==> config.mk <==
export PLATFORM = sky130hd
export DESIGN_NAME = tssp_top
export DESIGN_NICKNAME = d
export VERILOG_FILES = /design/src/verilog/tssp_pkg.sv /design/src/verilog/tssp_top.sv /design/src/verilog/tssp_bitclk.sv /design/src/verilog/tssp_tx_lane.sv
export SDC_FILE = /design/constraint.sdc
export NUM_CORES = 1
export LEC_CHECK = 0
export ABC_AREA = 1
export BUFFER_PORTS_ARGS = -buffer_cell sky130_fd_sc_hd__buf_2
export CAP_MARGIN = 20
export CORE_ASPECT_RATIO = 0.6
export CORE_MARGIN = 2
export CORE_UTILIZATION = 64
export DETAILED_ROUTE_END_ITERATION = 8
export HOLD_SLACK_MARGIN = 0.03
export PLACE_DENSITY = 0.87
export SYNTH_ARGS = -nofsm -noshare
export SYNTH_HDL_FRONTEND = slang
export SYNTH_SLANG_ARGS = --single-unit
export TNS_END_PERCENT = 1
==> constraint.sdc <==
create_clock -name aclk -period 7.3 [get_ports aclk]
set_clock_uncertainty 0.2 [all_clocks]
set_input_delay 0.365 -clock aclk [delete_from_list [all_inputs] [get_ports aclk]]
set_output_delay 0.365 -clock aclk [all_outputs]
set_load 0.005 [all_outputs]
==> src/verilog/tssp_pkg.sv <==
// constants shared by the slotted serial port files
package tssp_pkg;
  localparam logic [7:0]  OFF_CTRL_A  = 8'h00;
  localparam logic [7:0]  OFF_CTRL_B  = 8'h04;
  localparam logic [7:0]  OFF_STATUS  = 8'h08;
  localparam logic [7:0]  OFF_TXD0    = 8'h0c;
  localparam logic [7:0]  OFF_TXD1    = 8'h10;
  localparam logic [7:0]  OFF_TXD2    = 8'h14;
  localparam logic [7:0]  OFF_RXD     = 8'h18;
  localparam logic [7:0]  OFF_TX_MASK = 8'h1c;
  localparam logic [7:0]  OFF_RX_MASK = 8'h20;
  localparam int          CA_PM_LSB   = 0;
  localparam int          CA_PSR      = 8;
  localparam int          CA_DC_LSB   = 9;
  localparam int          CA_DES      = 16;
  localparam int          CA_SYNC     = 17;
  localparam int          CA_FLAG     = 18;
  localparam int          CB_TXEN_LSB = 0;
  localparam int          CB_RXEN     = 3;
  localparam int          CB_TIE      = 18;
  localparam int          CB_RIE      = 19;
  localparam int          CB_TX_LAST_SLOT_IRQ_EN     = 20;
  localparam int          CB_RX_LAST_SLOT_IRQ_EN     = 21;
  localparam int          CB_TEIE     = 22;
  localparam int          CB_REIE     = 23;
  localparam int          ST_TDE      = 0;
  localparam int          ST_TUE      = 1;
  localparam int          ST_RDF      = 2;
  localparam int          ST_ROE      = 3;
  localparam int          ST_SLOT_LSB = 8;
  localparam logic [31:0] CTRL_A_RST  = 32'h0000_0000;
  localparam logic [31:0] CTRL_B_RST  = 32'h0000_0000;
  localparam logic [31:0] MASK_RST    = 32'hffff_ffff;
  localparam logic [4:0]  SLOT_IDLE   = 5'h1f;
  localparam logic [2:0]  FIXED_DIV_MAX = 3'h7;
  localparam logic [1:0]  RESP_OKAY   = 2'h0;
  localparam logic [1:0]  RESP_SLVERR = 2'h2;
endpackage : tssp_pkg

==> src/verilog/tssp_top.sv <==
// slotted serial port: axi4-lite registers, frame engine, three transmitters
//
// Overview of operation
// - transmit slot mask is one 32-bit read/write register, bit n for slot n
// - masked transmit slot: enabled transmitter data outputs released (not driven)
// - masked transmit slot still loads shifter, sets no empty or underrun flag
// - masked transmit slot raises no transmitter empty interrupt
// - word written while empty is serviced goes out in next enabled slot
// - enabled transmit slot loads shifter and sets transmit empty flag
// - receive slot mask is one 32-bit read/write register, bit n for slot n
// - masked receive slot: receivers ignore the data line
// - masked receive slot sets no full or overrun flag, no receive full interrupt
// - enabled receive slot captures the word and sets receive full flag
// - transmit last slot interrupt at start of last slot when enabled
// - receive last slot interrupt after last slot ends when enabled
// - driver enable select set: control line one drives transmitter zero buffer enable
// - select clear, sync mode, transmitter two off: control line one is output flag
// - three independent transmitters on three data lines
// - transmit and receive service requests offered to dma
// - control b receive exception enables at bits 23, 19, 21
// - control b transmit exception enables at bits 22, 18, 20
// - bit clock chain has no fixed divide by two
// - prescaler range bit set bypasses fixed divide by eight
// - no gated clock: bit clock runs regardless of shifter contents
`timescale 1ns/1ps
`default_nettype none
module tssp_top
  import tssp_pkg::*;
#(
  parameter int WORD_W = 16
) (
  input  wire logic        aclk,
  input  wire logic        aresetn,
  input  wire logic        ce,
  input  wire logic [7:0]  s_axi_awaddr,
  input  wire logic        s_axi_awvalid,
  output logic             s_axi_awready,
  input  wire logic [31:0] s_axi_wdata,
  input  wire logic [3:0]  s_axi_wstrb,
  input  wire logic        s_axi_wvalid,
  output logic             s_axi_wready,
  output logic [1:0]       s_axi_bresp,
  output logic             s_axi_bvalid,
  input  wire logic        s_axi_bready,
  input  wire logic [7:0]  s_axi_araddr,
  input  wire logic        s_axi_arvalid,
  output logic             s_axi_arready,
  output logic [31:0]      s_axi_rdata,
  output logic [1:0]       s_axi_rresp,
  output logic             s_axi_rvalid,
  input  wire logic        s_axi_rready,
  output logic             sck,
  output logic             fs,
  output logic [2:0]       txd,
  output logic [2:0]       txd_oe,
  input  wire logic        rxd,
  output logic             serial_control_one,
  output logic             serial_control_one_oe,
  output logic             tx_irq,
  output logic             rx_irq,
  output logic             tx_exc_irq,
  output logic             rx_exc_irq,
  output logic             tx_last_irq,
  output logic             rx_last_irq,
  output logic             dma_tx_req,
  output logic             dma_rx_req
);
  typedef struct packed {
    logic                  aw_full;
    logic [7:0]            aw_addr;
    logic                  aw_rdy;
    logic                  w_full;
    logic [31:0]           w_data;
    logic [3:0]            w_strb;
    logic                  w_rdy;
    logic                  bvalid;
    logic [1:0]            bresp;
    logic                  ar_rdy;
    logic                  rvalid;
    logic [31:0]           rdata;
    logic [1:0]            rresp;
    logic [31:0]           ctrl_a;
    logic [31:0]           ctrl_b;
    logic [31:0]           tx_mask;
    logic [31:0]           rx_mask;
    logic [2:0][WORD_W-1:0] txdat;
    logic [WORD_W-1:0]     rx_data;
    logic [WORD_W-1:0]     rx_shift;
    logic                  tx_empty_flag;
    logic                  tx_underrun_flag;
    logic                  rx_full_flag;
    logic                  rx_overrun_flag;
    logic                  sck;
    logic                  fs;
    logic [4:0]            bit_cnt;
    logic [4:0]            slot;
    logic [2:0]            txd_oe;
    logic                  sc1;
    logic                  sc1_oe;
    logic                  tx_irq;
    logic                  rx_irq;
    logic                  tx_exc_irq;
    logic                  rx_exc_irq;
    logic                  tx_last_irq;
    logic                  rx_last_irq;
    logic                  dma_tx_req;
    logic                  dma_rx_req;
  } tssp_st_s;

  localparam logic [4:0] LAST_BIT = 5'(WORD_W - 1);

  tssp_st_s          st, nxt;
  logic              tick;
  logic              run;
  logic [2:0]        lane_load;
  logic [2:0]        lane_shift;
  logic [2:0]        txen;
  logic [4:0]        dc;
  logic [4:0]        ns;

  function automatic logic addr_ok(input logic [7:0] a);
    addr_ok = (a[1:0] == 2'h0) && (a <= OFF_RX_MASK);
  endfunction : addr_ok

  function automatic logic [31:0] merge(input logic [31:0] old, input logic [31:0] d, input logic [3:0] s);
    merge = old;
    for (int i = 0; i < 4; i++) begin
      if (s[i]) begin
        merge[8*i +: 8] = d[8*i +: 8];
      end
    end
  endfunction : merge

  assign txen = st.ctrl_b[CB_TXEN_LSB +: 3];
  assign dc   = st.ctrl_a[CA_DC_LSB +: 5];
  assign run  = (|txen) || st.ctrl_b[CB_RXEN];

  tssp_bitclk u_bitclk (
    .aclk    (aclk),
    .aresetn (aresetn),
    .ce      (ce),
    .run     (run),
    .prescaler_range_bit     (st.ctrl_a[CA_PSR]),
    .pm      (st.ctrl_a[CA_PM_LSB +: 8]),
    .tick    (tick)
  );

  // each lane loads and shifts on its own enable
  for (genvar g = 0; g < 3; g++) begin : g_lane
    tssp_tx_lane #(
      .WORD_W (WORD_W)
    ) u_lane (
      .aclk    (aclk),
      .aresetn (aresetn),
      .ce      (ce),
      .load    (lane_load[g]),
      .shift   (lane_shift[g]),
      .data    (st.txdat[g]),
      .sout    (txd[g])
    );
  end

  assign s_axi_awready         = st.aw_rdy;
  assign s_axi_wready          = st.w_rdy;
  assign s_axi_bvalid          = st.bvalid;
  assign s_axi_bresp           = st.bresp;
  assign s_axi_arready         = st.ar_rdy;
  assign s_axi_rvalid          = st.rvalid;
  assign s_axi_rdata           = st.rdata;
  assign s_axi_rresp           = st.rresp;
  assign sck                   = st.sck;
  assign fs                    = st.fs;
  assign txd_oe                = st.txd_oe;
  assign serial_control_one    = st.sc1;
  assign serial_control_one_oe = st.sc1_oe;
  assign tx_irq                = st.tx_irq;
  assign rx_irq                = st.rx_irq;
  assign tx_exc_irq            = st.tx_exc_irq;
  assign rx_exc_irq            = st.rx_exc_irq;
  assign tx_last_irq           = st.tx_last_irq;
  assign rx_last_irq           = st.rx_last_irq;
  assign dma_tx_req            = st.dma_tx_req;
  assign dma_rx_req            = st.dma_rx_req;

  always_comb begin
    nxt             = st;
    nxt.tx_last_irq = 1'b0;
    nxt.rx_last_irq = 1'b0;
    lane_load       = '0;
    lane_shift      = '0;
    ns              = (st.slot >= dc) ? 5'h00 : st.slot + 5'h01;

    // bus side; clears come first so that frame events below win
    if (st.bvalid && s_axi_bready) begin
      nxt.bvalid = 1'b0;
    end
    if (st.aw_full && st.w_full && !st.bvalid) begin
      nxt.aw_full = 1'b0;
      nxt.w_full  = 1'b0;
      nxt.bvalid  = 1'b1;
      nxt.bresp   = addr_ok(st.aw_addr) ? RESP_OKAY : RESP_SLVERR;
      case (st.aw_addr)
        OFF_CTRL_A:  nxt.ctrl_a  = merge(st.ctrl_a, st.w_data, st.w_strb);
        OFF_CTRL_B:  nxt.ctrl_b  = merge(st.ctrl_b, st.w_data, st.w_strb);
        OFF_TX_MASK: nxt.tx_mask = merge(st.tx_mask, st.w_data, st.w_strb);
        OFF_RX_MASK: nxt.rx_mask = merge(st.rx_mask, st.w_data, st.w_strb);
        OFF_STATUS: begin
          if (st.w_strb[0] && st.w_data[ST_TUE]) begin
            nxt.tx_underrun_flag = 1'b0;
          end
          if (st.w_strb[0] && st.w_data[ST_ROE]) begin
            nxt.rx_overrun_flag = 1'b0;
          end
        end
        OFF_TXD0, OFF_TXD1, OFF_TXD2: begin
          // copied into the shifter at the next slot start, masked or not
          nxt.txdat[st.aw_addr[4:2] - 3'h3] = WORD_W'(merge(32'(st.txdat[st.aw_addr[4:2] - 3'h3]),
                                                            st.w_data, st.w_strb));
          nxt.tx_empty_flag = 1'b0;
        end
        default: begin
        end
      endcase
    end
    if (s_axi_awvalid && st.aw_rdy) begin
      nxt.aw_full = 1'b1;
      nxt.aw_addr = s_axi_awaddr;
    end
    if (s_axi_wvalid && st.w_rdy) begin
      nxt.w_full = 1'b1;
      nxt.w_data = s_axi_wdata;
      nxt.w_strb = s_axi_wstrb;
    end

    if (st.rvalid && s_axi_rready) begin
      nxt.rvalid = 1'b0;
    end
    if (s_axi_arvalid && st.ar_rdy) begin
      nxt.rvalid = 1'b1;
      nxt.rresp  = addr_ok(s_axi_araddr) ? RESP_OKAY : RESP_SLVERR;
      case (s_axi_araddr)
        OFF_CTRL_A:  nxt.rdata = st.ctrl_a;
        OFF_CTRL_B:  nxt.rdata = st.ctrl_b;
        OFF_STATUS:  nxt.rdata = {19'h0, st.slot, 4'h0, st.rx_overrun_flag, st.rx_full_flag, st.tx_underrun_flag, st.tx_empty_flag};
        OFF_TXD0:    nxt.rdata = 32'(st.txdat[0]);
        OFF_TXD1:    nxt.rdata = 32'(st.txdat[1]);
        OFF_TXD2:    nxt.rdata = 32'(st.txdat[2]);
        OFF_TX_MASK: nxt.rdata = st.tx_mask;
        OFF_RX_MASK: nxt.rdata = st.rx_mask;
        OFF_RXD: begin
          nxt.rdata = 32'(st.rx_data);
          nxt.rx_full_flag   = 1'b0;
        end
        default:     nxt.rdata = 32'h0000_0000;
      endcase
    end

    // frame engine
    if (!run) begin
      nxt.sck     = 1'b1;
      nxt.fs      = 1'b0;
      nxt.bit_cnt = LAST_BIT;
      nxt.slot    = SLOT_IDLE;
      nxt.txd_oe  = '0;
    end else if (tick && st.sck) begin
      // drive edge
      nxt.sck = 1'b0;
      nxt.fs  = 1'b0;
      if (st.bit_cnt == LAST_BIT) begin
        nxt.bit_cnt = 5'h00;
        nxt.slot    = ns;
        nxt.fs      = (ns == 5'h00);
        lane_load   = txen; // masked or not, the shifter is reloaded
        nxt.txd_oe  = txen & {3{st.tx_mask[ns]}};
        if (st.tx_mask[ns] && (|txen)) begin
          nxt.tx_underrun_flag = nxt.tx_underrun_flag || st.tx_empty_flag;
          nxt.tx_empty_flag = 1'b1;
        end
        nxt.tx_last_irq = (ns == dc) && st.ctrl_b[CB_TX_LAST_SLOT_IRQ_EN];
      end else begin
        nxt.bit_cnt = st.bit_cnt + 5'h01;
        lane_shift  = txen;
      end
    end else if (tick) begin
      // sample edge
      nxt.sck = 1'b1;
      if (st.ctrl_b[CB_RXEN] && st.slot <= dc) begin
        nxt.rx_shift = {st.rx_shift[WORD_W-2:0], rxd};
        if (st.bit_cnt == LAST_BIT) begin
          if (st.rx_mask[st.slot]) begin
            nxt.rx_data = {st.rx_shift[WORD_W-2:0], rxd};
            nxt.rx_overrun_flag     = nxt.rx_overrun_flag || st.rx_full_flag;
            nxt.rx_full_flag     = 1'b1;
          end
          nxt.rx_last_irq = (st.slot == dc) && st.ctrl_b[CB_RX_LAST_SLOT_IRQ_EN];
        end
      end
    end

    // line one: buffer enable, else flag output in sync mode with tx2 off
    if (nxt.ctrl_a[CA_DES]) begin
      nxt.sc1    = nxt.txd_oe[0];
      nxt.sc1_oe = 1'b1;
    end else if (nxt.ctrl_a[CA_SYNC] && !nxt.ctrl_b[CB_TXEN_LSB + 2]) begin
      nxt.sc1    = nxt.ctrl_a[CA_FLAG];
      nxt.sc1_oe = 1'b1;
    end else begin
      nxt.sc1    = 1'b0;
      nxt.sc1_oe = 1'b0;
    end

    // flags only rise in enabled slots, so requests follow them
    nxt.tx_irq     = nxt.tx_empty_flag && nxt.ctrl_b[CB_TIE];
    nxt.rx_irq     = nxt.rx_full_flag && nxt.ctrl_b[CB_RIE];
    nxt.tx_exc_irq = nxt.tx_empty_flag && nxt.tx_underrun_flag && nxt.ctrl_b[CB_TEIE];
    nxt.rx_exc_irq = nxt.rx_full_flag && nxt.rx_overrun_flag && nxt.ctrl_b[CB_REIE];
    nxt.dma_tx_req = nxt.tx_empty_flag && (|nxt.ctrl_b[CB_TXEN_LSB +: 3]);
    nxt.dma_rx_req = nxt.rx_full_flag && nxt.ctrl_b[CB_RXEN];
    nxt.aw_rdy     = !nxt.aw_full && !nxt.bvalid;
    nxt.w_rdy      = !nxt.w_full && !nxt.bvalid;
    nxt.ar_rdy     = !nxt.rvalid;
  end

  always_ff @(posedge aclk) begin
    if (!aresetn) begin
      st         <= '0;
      st.ctrl_a  <= CTRL_A_RST;
      st.ctrl_b  <= CTRL_B_RST;
      st.tx_mask <= MASK_RST;
      st.rx_mask <= MASK_RST;
      st.sck     <= 1'b1;
      st.bit_cnt <= LAST_BIT;
      st.slot    <= SLOT_IDLE;
      st.aw_rdy  <= 1'b1;
      st.w_rdy   <= 1'b1;
      st.ar_rdy  <= 1'b1;
    end else if (ce) begin
      st <= nxt;
    end
  end
endmodule : tssp_top
`default_nettype wire

==> src/verilog/tssp_bitclk.sv <==
// internal bit clock chain: optional fixed /8 then programmable modulus
`timescale 1ns/1ps
`default_nettype none
module tssp_bitclk
  import tssp_pkg::*;
(
  input  wire logic       aclk,
  input  wire logic       aresetn,
  input  wire logic       ce,
  input  wire logic       run,
  input  wire logic       prescaler_range_bit,
  input  wire logic [7:0] pm,
  output logic            tick
);
  typedef struct packed {
    logic [2:0] pre;
    logic [7:0] cnt;
    logic       tick;
  } tssp_bc_s;

  tssp_bc_s st, nxt;
  logic     pre_done;

  assign tick = st.tick;

  always_comb begin
    nxt      = st;
    nxt.tick = 1'b0;
    pre_done = prescaler_range_bit || (st.pre == FIXED_DIV_MAX);
    if (!run) begin
      nxt.pre = '0;
      nxt.cnt = '0;
    end else begin
      // free running while enabled, data or not
      nxt.pre = prescaler_range_bit ? 3'h0 : st.pre + 3'h1;
      if (pre_done) begin
        if (st.cnt == pm) begin
          nxt.cnt  = '0;
          nxt.tick = 1'b1; // one tick per sck edge, no trailing /2 stage
        end else begin
          nxt.cnt = st.cnt + 8'h01;
        end
      end
    end
  end

  always_ff @(posedge aclk) begin
    if (!aresetn) begin
      st <= '0;
    end else if (ce) begin
      st <= nxt;
    end
  end
endmodule : tssp_bitclk
`default_nettype wire

==> src/verilog/tssp_tx_lane.sv <==
// one transmit shift register, msb first
`timescale 1ns/1ps
`default_nettype none
module tssp_tx_lane #(
  parameter int WORD_W = 16
) (
  input  wire logic              aclk,
  input  wire logic              aresetn,
  input  wire logic              ce,
  input  wire logic              load,
  input  wire logic              shift,
  input  wire logic [WORD_W-1:0] data,
  output logic                   sout
);
  typedef struct packed {
    logic [WORD_W-1:0] sh;
  } tssp_lane_s;

  tssp_lane_s st, nxt;

  assign sout = st.sh[WORD_W-1];

  always_comb begin
    nxt = st;
    if (load) begin
      nxt.sh = data;
    end else if (shift) begin
      nxt.sh = {st.sh[WORD_W-2:0], 1'b0};
    end
  end

  always_ff @(posedge aclk) begin
    if (!aresetn) begin
      st <= '0;
    end else if (ce) begin
      st <= nxt;
    end
  end
endmodule : tssp_tx_lane
`default_nettype wire

==> flow_summary.json, run 1 <==
{
  "globalRouteMet1Util_pct": 61.4,
  "numClockSinks": 381,
  "crit_path_max_fanout": 21,
  "final_util_pct": 72.2,
  "synthCells": 2308,
  "period_needed_ns": 4.12,
  "grt_use_met2_pct": 56.9,
  "use_met3_pct": 23.7,
  "r2r_setup_slack_ns": 3.18,
  "synthesis.area_um2": 17700,
  "chipHeight_um": 133,
  "ys_types": 63,
  "grt_pass1_vias": 16000,
  "ff2ff_path_depth": 8,
  "p_comb_share_pct": 6.6,
  "wl_um": 63700,
  "end_kind": "flop",
  "hold_class": "primary input to flop",
  "wl_per_cell_um": 23.2,
  "fin_setup_tns_ns": 0,
  "io_buffers": 117,
  "finalCritPeriodShare_pct": 56.4,
  "drc_errors": 0,
  "die_w_um": 219,
  "initial_core_util_pct": 64.6,
  "synth_top_area_share_pct": 43.2,
  "worstPathRequired_ns": 7.58,
  "synthFlopType": "dfxtp_1",
  "synthTopCellsByCount": "nand2_1, dfxtp_1, a21oi_1, inv_1, o21ai_0",
  "synth_top_area_cell": "dfxtp_1",
  "yosysMostFrequentCell": "nand2_1",
  "cts_buffers": 36,
  "p_int_uw": 3290,
  "viasPerCell": 6.36,
  "place_hpwl_um": 45000,
  "ys_ff_latch": 381,
  "drv_slew": 0,
  "htreeDepth": 2,
  "ant_nets": 0,
  "synth_edf_count": 0,
  "clk_latency_ns": 0.55,
  "cts_resized": 0,
  "core_um2": 27300,
  "grt_pass1_wl_um": 94900,
  "setup_viol": 0,
  "drive_above_1_share_pct": 12.0,
  "hold_viol": 0,
  "drt_first_iter_violations": 3137,
  "leakage_uw": 0.00806,
  "dr.pass1.iters": 6,
  "pwr-share-seq_pct": 48.8,
  "synthTopCellsByArea": "dfxtp_1, nand2_1, a21oi_1",
  "root_buffer": "clkbuf_16",
  "cts_tree": "built",
  "gp_congestion": 1.01,
  "p_per_area_nw_per_um2": 221,
  "cts.clk_slew.worst_paths_ns": 0.06,
  "tightest_slew_ns": 1.06,
  "ys_warn_count": 0,
  "syn2layout_area_growth_pct": 11.7,
  "r2r_start": "st[317]",
  "hold-path-endpoint": "st[321]",
  "seq_area_frac_synth_pct": 43.2,
  "clk_path_buf_depth": 3,
  "grt.busiest_layer": "met1",
  "switching_share_pct": 24.4,
  "vdd_ir_drop_max_v": 0.000198,
  "clock.fmax_ghz": 0.243,
  "final_nets": 2434,
  "critPathLaunchType": "flop",
  "clockPowerShare_pct": 44.6,
  "grt_overflow": 0,
  "rows": 47,
  "worstPathArrival_ns": 4.40,
  "holdWs_ns": 0.0646,
  "gr-usage-all-layers_pct": 43.3,
  "p_switching_uw": 1070,
  "outcome": "completed",
  "max_cap_violations": 0,
  "criticalPathCategory": "flop to flop",
  "die_area_um2": 29000,
  "dr_total_vias": 17500,
  "hold_start": "s_axi_awvalid",
  "rsz0062_at_grt": "false",
  "hold_depth": 5,
  "ios": 120,
  "grt_max_degree": 183,
  "crit_start": "st[317]",
  "slew_headroom_pct": 28.9,
  "synthArstFlopShare_pct": 0,
  "antenna_found_initial": 1,
  "syn_area_per_cell_um2": 7.66
}
through the flow:
| stage | setup slack [ns] | total power, uW | area (um^2) | std cells |
|---|---|---|---|---|
| 3_5_place_dp | 2.84 | 2420 | 18000 | 2631 |
| 6_report | 3.18 | 4360 | 19700 | 2750 |
| 3_3_place_gp | 2.52 | 2410 | 17900 | 2630 |
| 5_1_grt | 3.02 | 4450 | 19700 | 2750 |
| 4_1_cts | 2.84 | 4330 | 19700 | 2745 |
| 2_1_floorplan | 4.64 | 2330 | 17700 | 2309 |
worst max-delay path, stage by stage, from the launching register on:
cell      delay (ns)
dfxtp_1         0.79
clkinv_1        0.76
ha_1            0.86
nand2_1         0.49
o21ai_0         0.31
nand2_1         0.07
o21ai_0         0.18
o21ai_0         0.19
a21oi_1         0.19
what timing repair did:
action                                  4_1_cts  5_1_grt
setup buffers                                 0        0
endpoints found under the setup margin        0        0
hold buffers                                 52        0
hold endpoints to repair                     60        0
area by class of cell:
cell class                 count  area (um^2)
antenna                        1         2.50
clock buffer                  54         1090
inverter                     256          966
tap                          367          459
multi-input combinational   1494         8170
sequential                   381         7630
clock inverter                 8          108
fill                        2133         7610
timing repair buffer         189         1310
power groups by stage:
stage	registers (uW)	clock network [uW]	logic (uW)
after global placement	2170	0	237
final	2130	1940	286
after floorplan	2170	0	163
after CTS	2130	1930	268
after global routing	2130	2020	303
after detailed placement	2170	0	245
worst max-delay path by stage:
stage | to | slack (ns) | cells after the start
3_3_place_gp | st[58] | 2.52 | 10
4_1_cts | st[56] | 2.84 | 11
6_report | flop | 3.18 | 8
3_5_place_dp | st[57] | 2.84 | 11
5_1_grt | dma_tx_req | 3.02 | 13
2_1_floorplan | flop | 4.64 | 15
metal layers:
layer	part of all wire (%)	vias to the layer above
met5	0	-
met3	18	124
met1	41	8117
met2	38	1233
li1	-	8008
met4	2.0	0
layout by cell type (no fill, tap or decap), types with 14 or more instances in the layout:
cell type and count:
dlygate4sd3_1 52, dfxtp_1 381, o21ai_0 204, o21ai_1 22, clkbuf_16 38, buf_4 14
nand3_1 71, nand4_1 31, nor2_1 117, nand2_1 409, inv_2 19, o22ai_1 39
inv_1 231, a211oi_2 14, a211oi_1 52, buf_2 116, o2111ai_1 18, a21oi_1 244
o211ai_1 127, ha_1 15
logic make-up after synthesis:
kind of cell    synth area share, %
compound gates                 26.5
simple gates                   17.8
buf+inv                        10.8
flops                          43.2
fa+ha+maj                      1.06
xor+xnor                      0.644
other cells                  0.0212
(Power assumes the default switching activity.)
==> run 2: changes to the inputs <==
--- a/config.mk
+++ b/config.mk
@@ -10,10 +10,10 @@
 export CAP_MARGIN = 20
 export CORE_ASPECT_RATIO = 0.6
 export CORE_MARGIN = 2
-export CORE_UTILIZATION = 64
+export CORE_UTILIZATION = 61
 export DETAILED_ROUTE_END_ITERATION = 8
 export HOLD_SLACK_MARGIN = 0.03
-export PLACE_DENSITY = 0.87
+export PLACE_DENSITY = 0.83
 export SYNTH_ARGS = -nofsm -noshare
 export SYNTH_HDL_FRONTEND = slang
 export SYNTH_SLANG_ARGS = --single-unit
==> constraint.sdc (replaced) <==
create_clock -name aclk -period 4 [get_ports aclk]
set_clock_uncertainty 0.2 [all_clocks]
set_input_delay 0.2 -clock aclk [delete_from_list [all_inputs] [get_ports aclk]]
set_output_delay 0.2 -clock aclk [all_outputs]
set_load 0.005 [all_outputs]
==> run 2 against run 1 <==
  * Core utilization is 2.1 points lower
  * Combinational power up 97%
  * Critical path depth up 6
  * First-iteration DRC count is 8.9% lower
  * Power grew 85%
  * Final area increased by 1.7%
  * Flip-flop and latch count is the same
  * Die area rose by 4.8%
  * Via count up 2.6%
  * Routed wire length rose by 5.5%
  * Global-route usage shrank 0.066 points
  * Largest cell class unchanged
  * Largest power group unchanged
  * Highest routed layer is now met5
==> flow_summary.json, run 2 (same netlist as run 1, synthesis figures left out) <==
{
  "ant_nets": 0,
  "vdd_ir_drop_max_v": 0.000431,
  "rows": 48,
  "cts.clk_slew.worst_paths_ns": 0.07,
  "fin_setup_tns_ns": 0,
  "p_int_uw": 6020,
  "post-cts-setup-buffers": 0,
  "drive_above_1_share_pct": 12.5,
  "gp_congestion": 1.00,
  "critPathLaunchType": "primary input",
  "ff_latch_area_um2": 7630,
  "io_buffers": 117,
  "final_nets": 2472,
  "finalCritPeriodShare_pct": 87.0,
  "slew_headroom_pct": 32.1,
  "worstPathRequired_ns": 4.27,
  "root_buffer": "clkbuf_16",
  "ff2ff_path_depth": 14,
  "tightest_slew_ns": 1.02,
  "switching_share_pct": 25.3,
  "r2r_start": "dc[4]",
  "die_area_um2": 30400,
  "wl_um": 67100,
  "drc_errors": 0,
  "hold_depth": 4,
  "numClockSinks": 381,
  "worst_slack_ns": 0.521,
  "cts_tree": "built",
  "period_needed_ns": 3.48,
  "end_kind": "flop",
  "layout_commonest_cell": "nand2_1",
  "die_w_um": 224,
  "hold-path-endpoint": "st[28]",
  "drt_first_iter_violations": 2858,
  "grt_pass1_vias": 16000,
  "leakage_uw": 0.00821,
  "gr-usage-all-layers_pct": 43.3,
  "holdWs_ns": 0.0737,
  "cts_buffers": 37,
  "multiInputGateArea_um2": 8170,
  "initial_core_util_pct": 61.7,
  "worstPathArrival_ns": 3.75,
  "htreeDepth": 2,
  "grt_pass1_wl_um": 98700,
  "dp_slack_ns": 0.875,
  "viasPerCell": 6.41,
  "final_cell_mix": "nand2_1, dfxtp_1, a21oi_1",
  "antenna_found_initial": 3,
  "ios": 120,
  "dr_total_vias": 17900,
  "r2r_setup_slack_ns": 0.66,
  "grt_max_degree": 93,
  "hold_viol": 0,
  "crit_path_max_fanout": 20,
  "drv_slew": 0,
  "n_fill_cell": 2276,
  "syn2layout_area_growth_pct": 13.6,
  "clock.fmax_ghz": 0.287,
  "max_cap_violations": 0,
  "p_switching_uw": 2040,
  "grt_overflow": 0,
  "criticalPathCategory": "primary input to flop",
  "chipHeight_um": 136,
  "clk_latency_ns": 0.55,
  "wl_per_cell_um": 24.0,
  "clockPowerShare_pct": 44.7,
  "reg2reg_to": "st[45]",
  "p_comb_share_pct": 7.0,
  "pwr-share-seq_pct": 48.3,
  "core_um2": 28600,
  "dr.pass1.iters": 6,
  "p_per_area_nw_per_um2": 402,
  "hold_start": "ce",
  "setup_viol": 0,
  "clk_path_buf_depth": 3,
  "outcome": "completed",
  "hold_class": "primary input to flop",
  "place_hpwl_um": 47100,
  "rsz0062_at_grt": "false"
}
==> run 2: cell count changes in the layout (fill, tap and decap cells not counted), sizes merged, moves of 3 or more <==
cell	previous run	this run
buf	137	150
clkinvlp	1	4
clkbuf	54	48
clkinv	8	13
dlygate4sd3	52	76
==> run 2: worst max-delay path: stages <==
cell,delay (ns)
dlygate4sd3_1,0.53
buf_2,0.13
nor2_1,0.13
dlygate4sd3_1,0.57
nand2_1,0.07
nor2_1,0.45
nand2_1,0.34
inv_2,0.47
nand2_1,0.12
o221ai_1,0.12
a221oi_1,0.10
o2111ai_1,0.22
nand2_1,0.13
a21oi_1,0.15
==> run 2: area by class of cell <==
type,instances,area share [%]
inverters,256,4.81
clock inverters,17,0.960
well taps,375,2.34
clock buffers,48,5.07
repair buffers,226,8.10
flip-flops and latches,381,38.0
diodes,2,0.0249
multi-input cells,1494,40.7
==> run 2: layer usage <==
layer  routed length, um  vias to the layer above  global-route usage [%]
li1                    -                     8068                       -
met1               28800                     8411                    63.8
met2               25200                     1308                    56.7
met3               11600                      139                    19.5
met4                1380                        4                    9.04
met5                 105                        -                    2.42
==> run 2: how the worst max path moves through the flow <==
stage	startpoint	to	cells past startpoint	slack (ns)
after floorplan	st[317]	flop	15	1.34
after detailed placement	st[16]	tx_irq	17	0.88
after CTS	dc[4]	st[45]	14	0.72
after global placement	st[16]	tx_irq	17	0.88
after global routing	s_axi_araddr[6]	s_axi_rdata[7]	14	0.38
final	s_axi_araddr[6]	s_axi_rdata[7]	14	0.52
==> run 2: stage by stage <==
stage / total power, uW / instances / util, % / instance area (um^2)
2_1_floorplan: 4250 / 2309 / - / 17700
3_5_place_dp: 4430 / 2656 / 63.2 / 18100
3_3_place_gp: 4420 / 2656 / 63.2 / 18100
4_1_cts: 7980 / 2797 / 70.0 / 20100
6_report: 8070 / 2799 / 70.1 / 20100
5_1_grt: 8220 / 2798 / 70.0 / 20100
==> run 2: what timing repair did <==
| item | in CTS | in global routing |
|---|---|---|
| hold endpoints to repair | 77 | 0 |
| hold buffers | 76 | 0 |
| gates resized for setup | 0 | 0 |
==> run 2: power groups by stage <==
stage / registers (uW) / logic (uW) / clock network, uW
after floorplan: 3950 / 297 / 0
after global placement: 3970 / 452 / 0
after detailed placement: 3970 / 460 / 0
after CTS: 3890 / 521 / 3570
after global routing: 3890 / 593 / 3730
final: 3890 / 563 / 3610
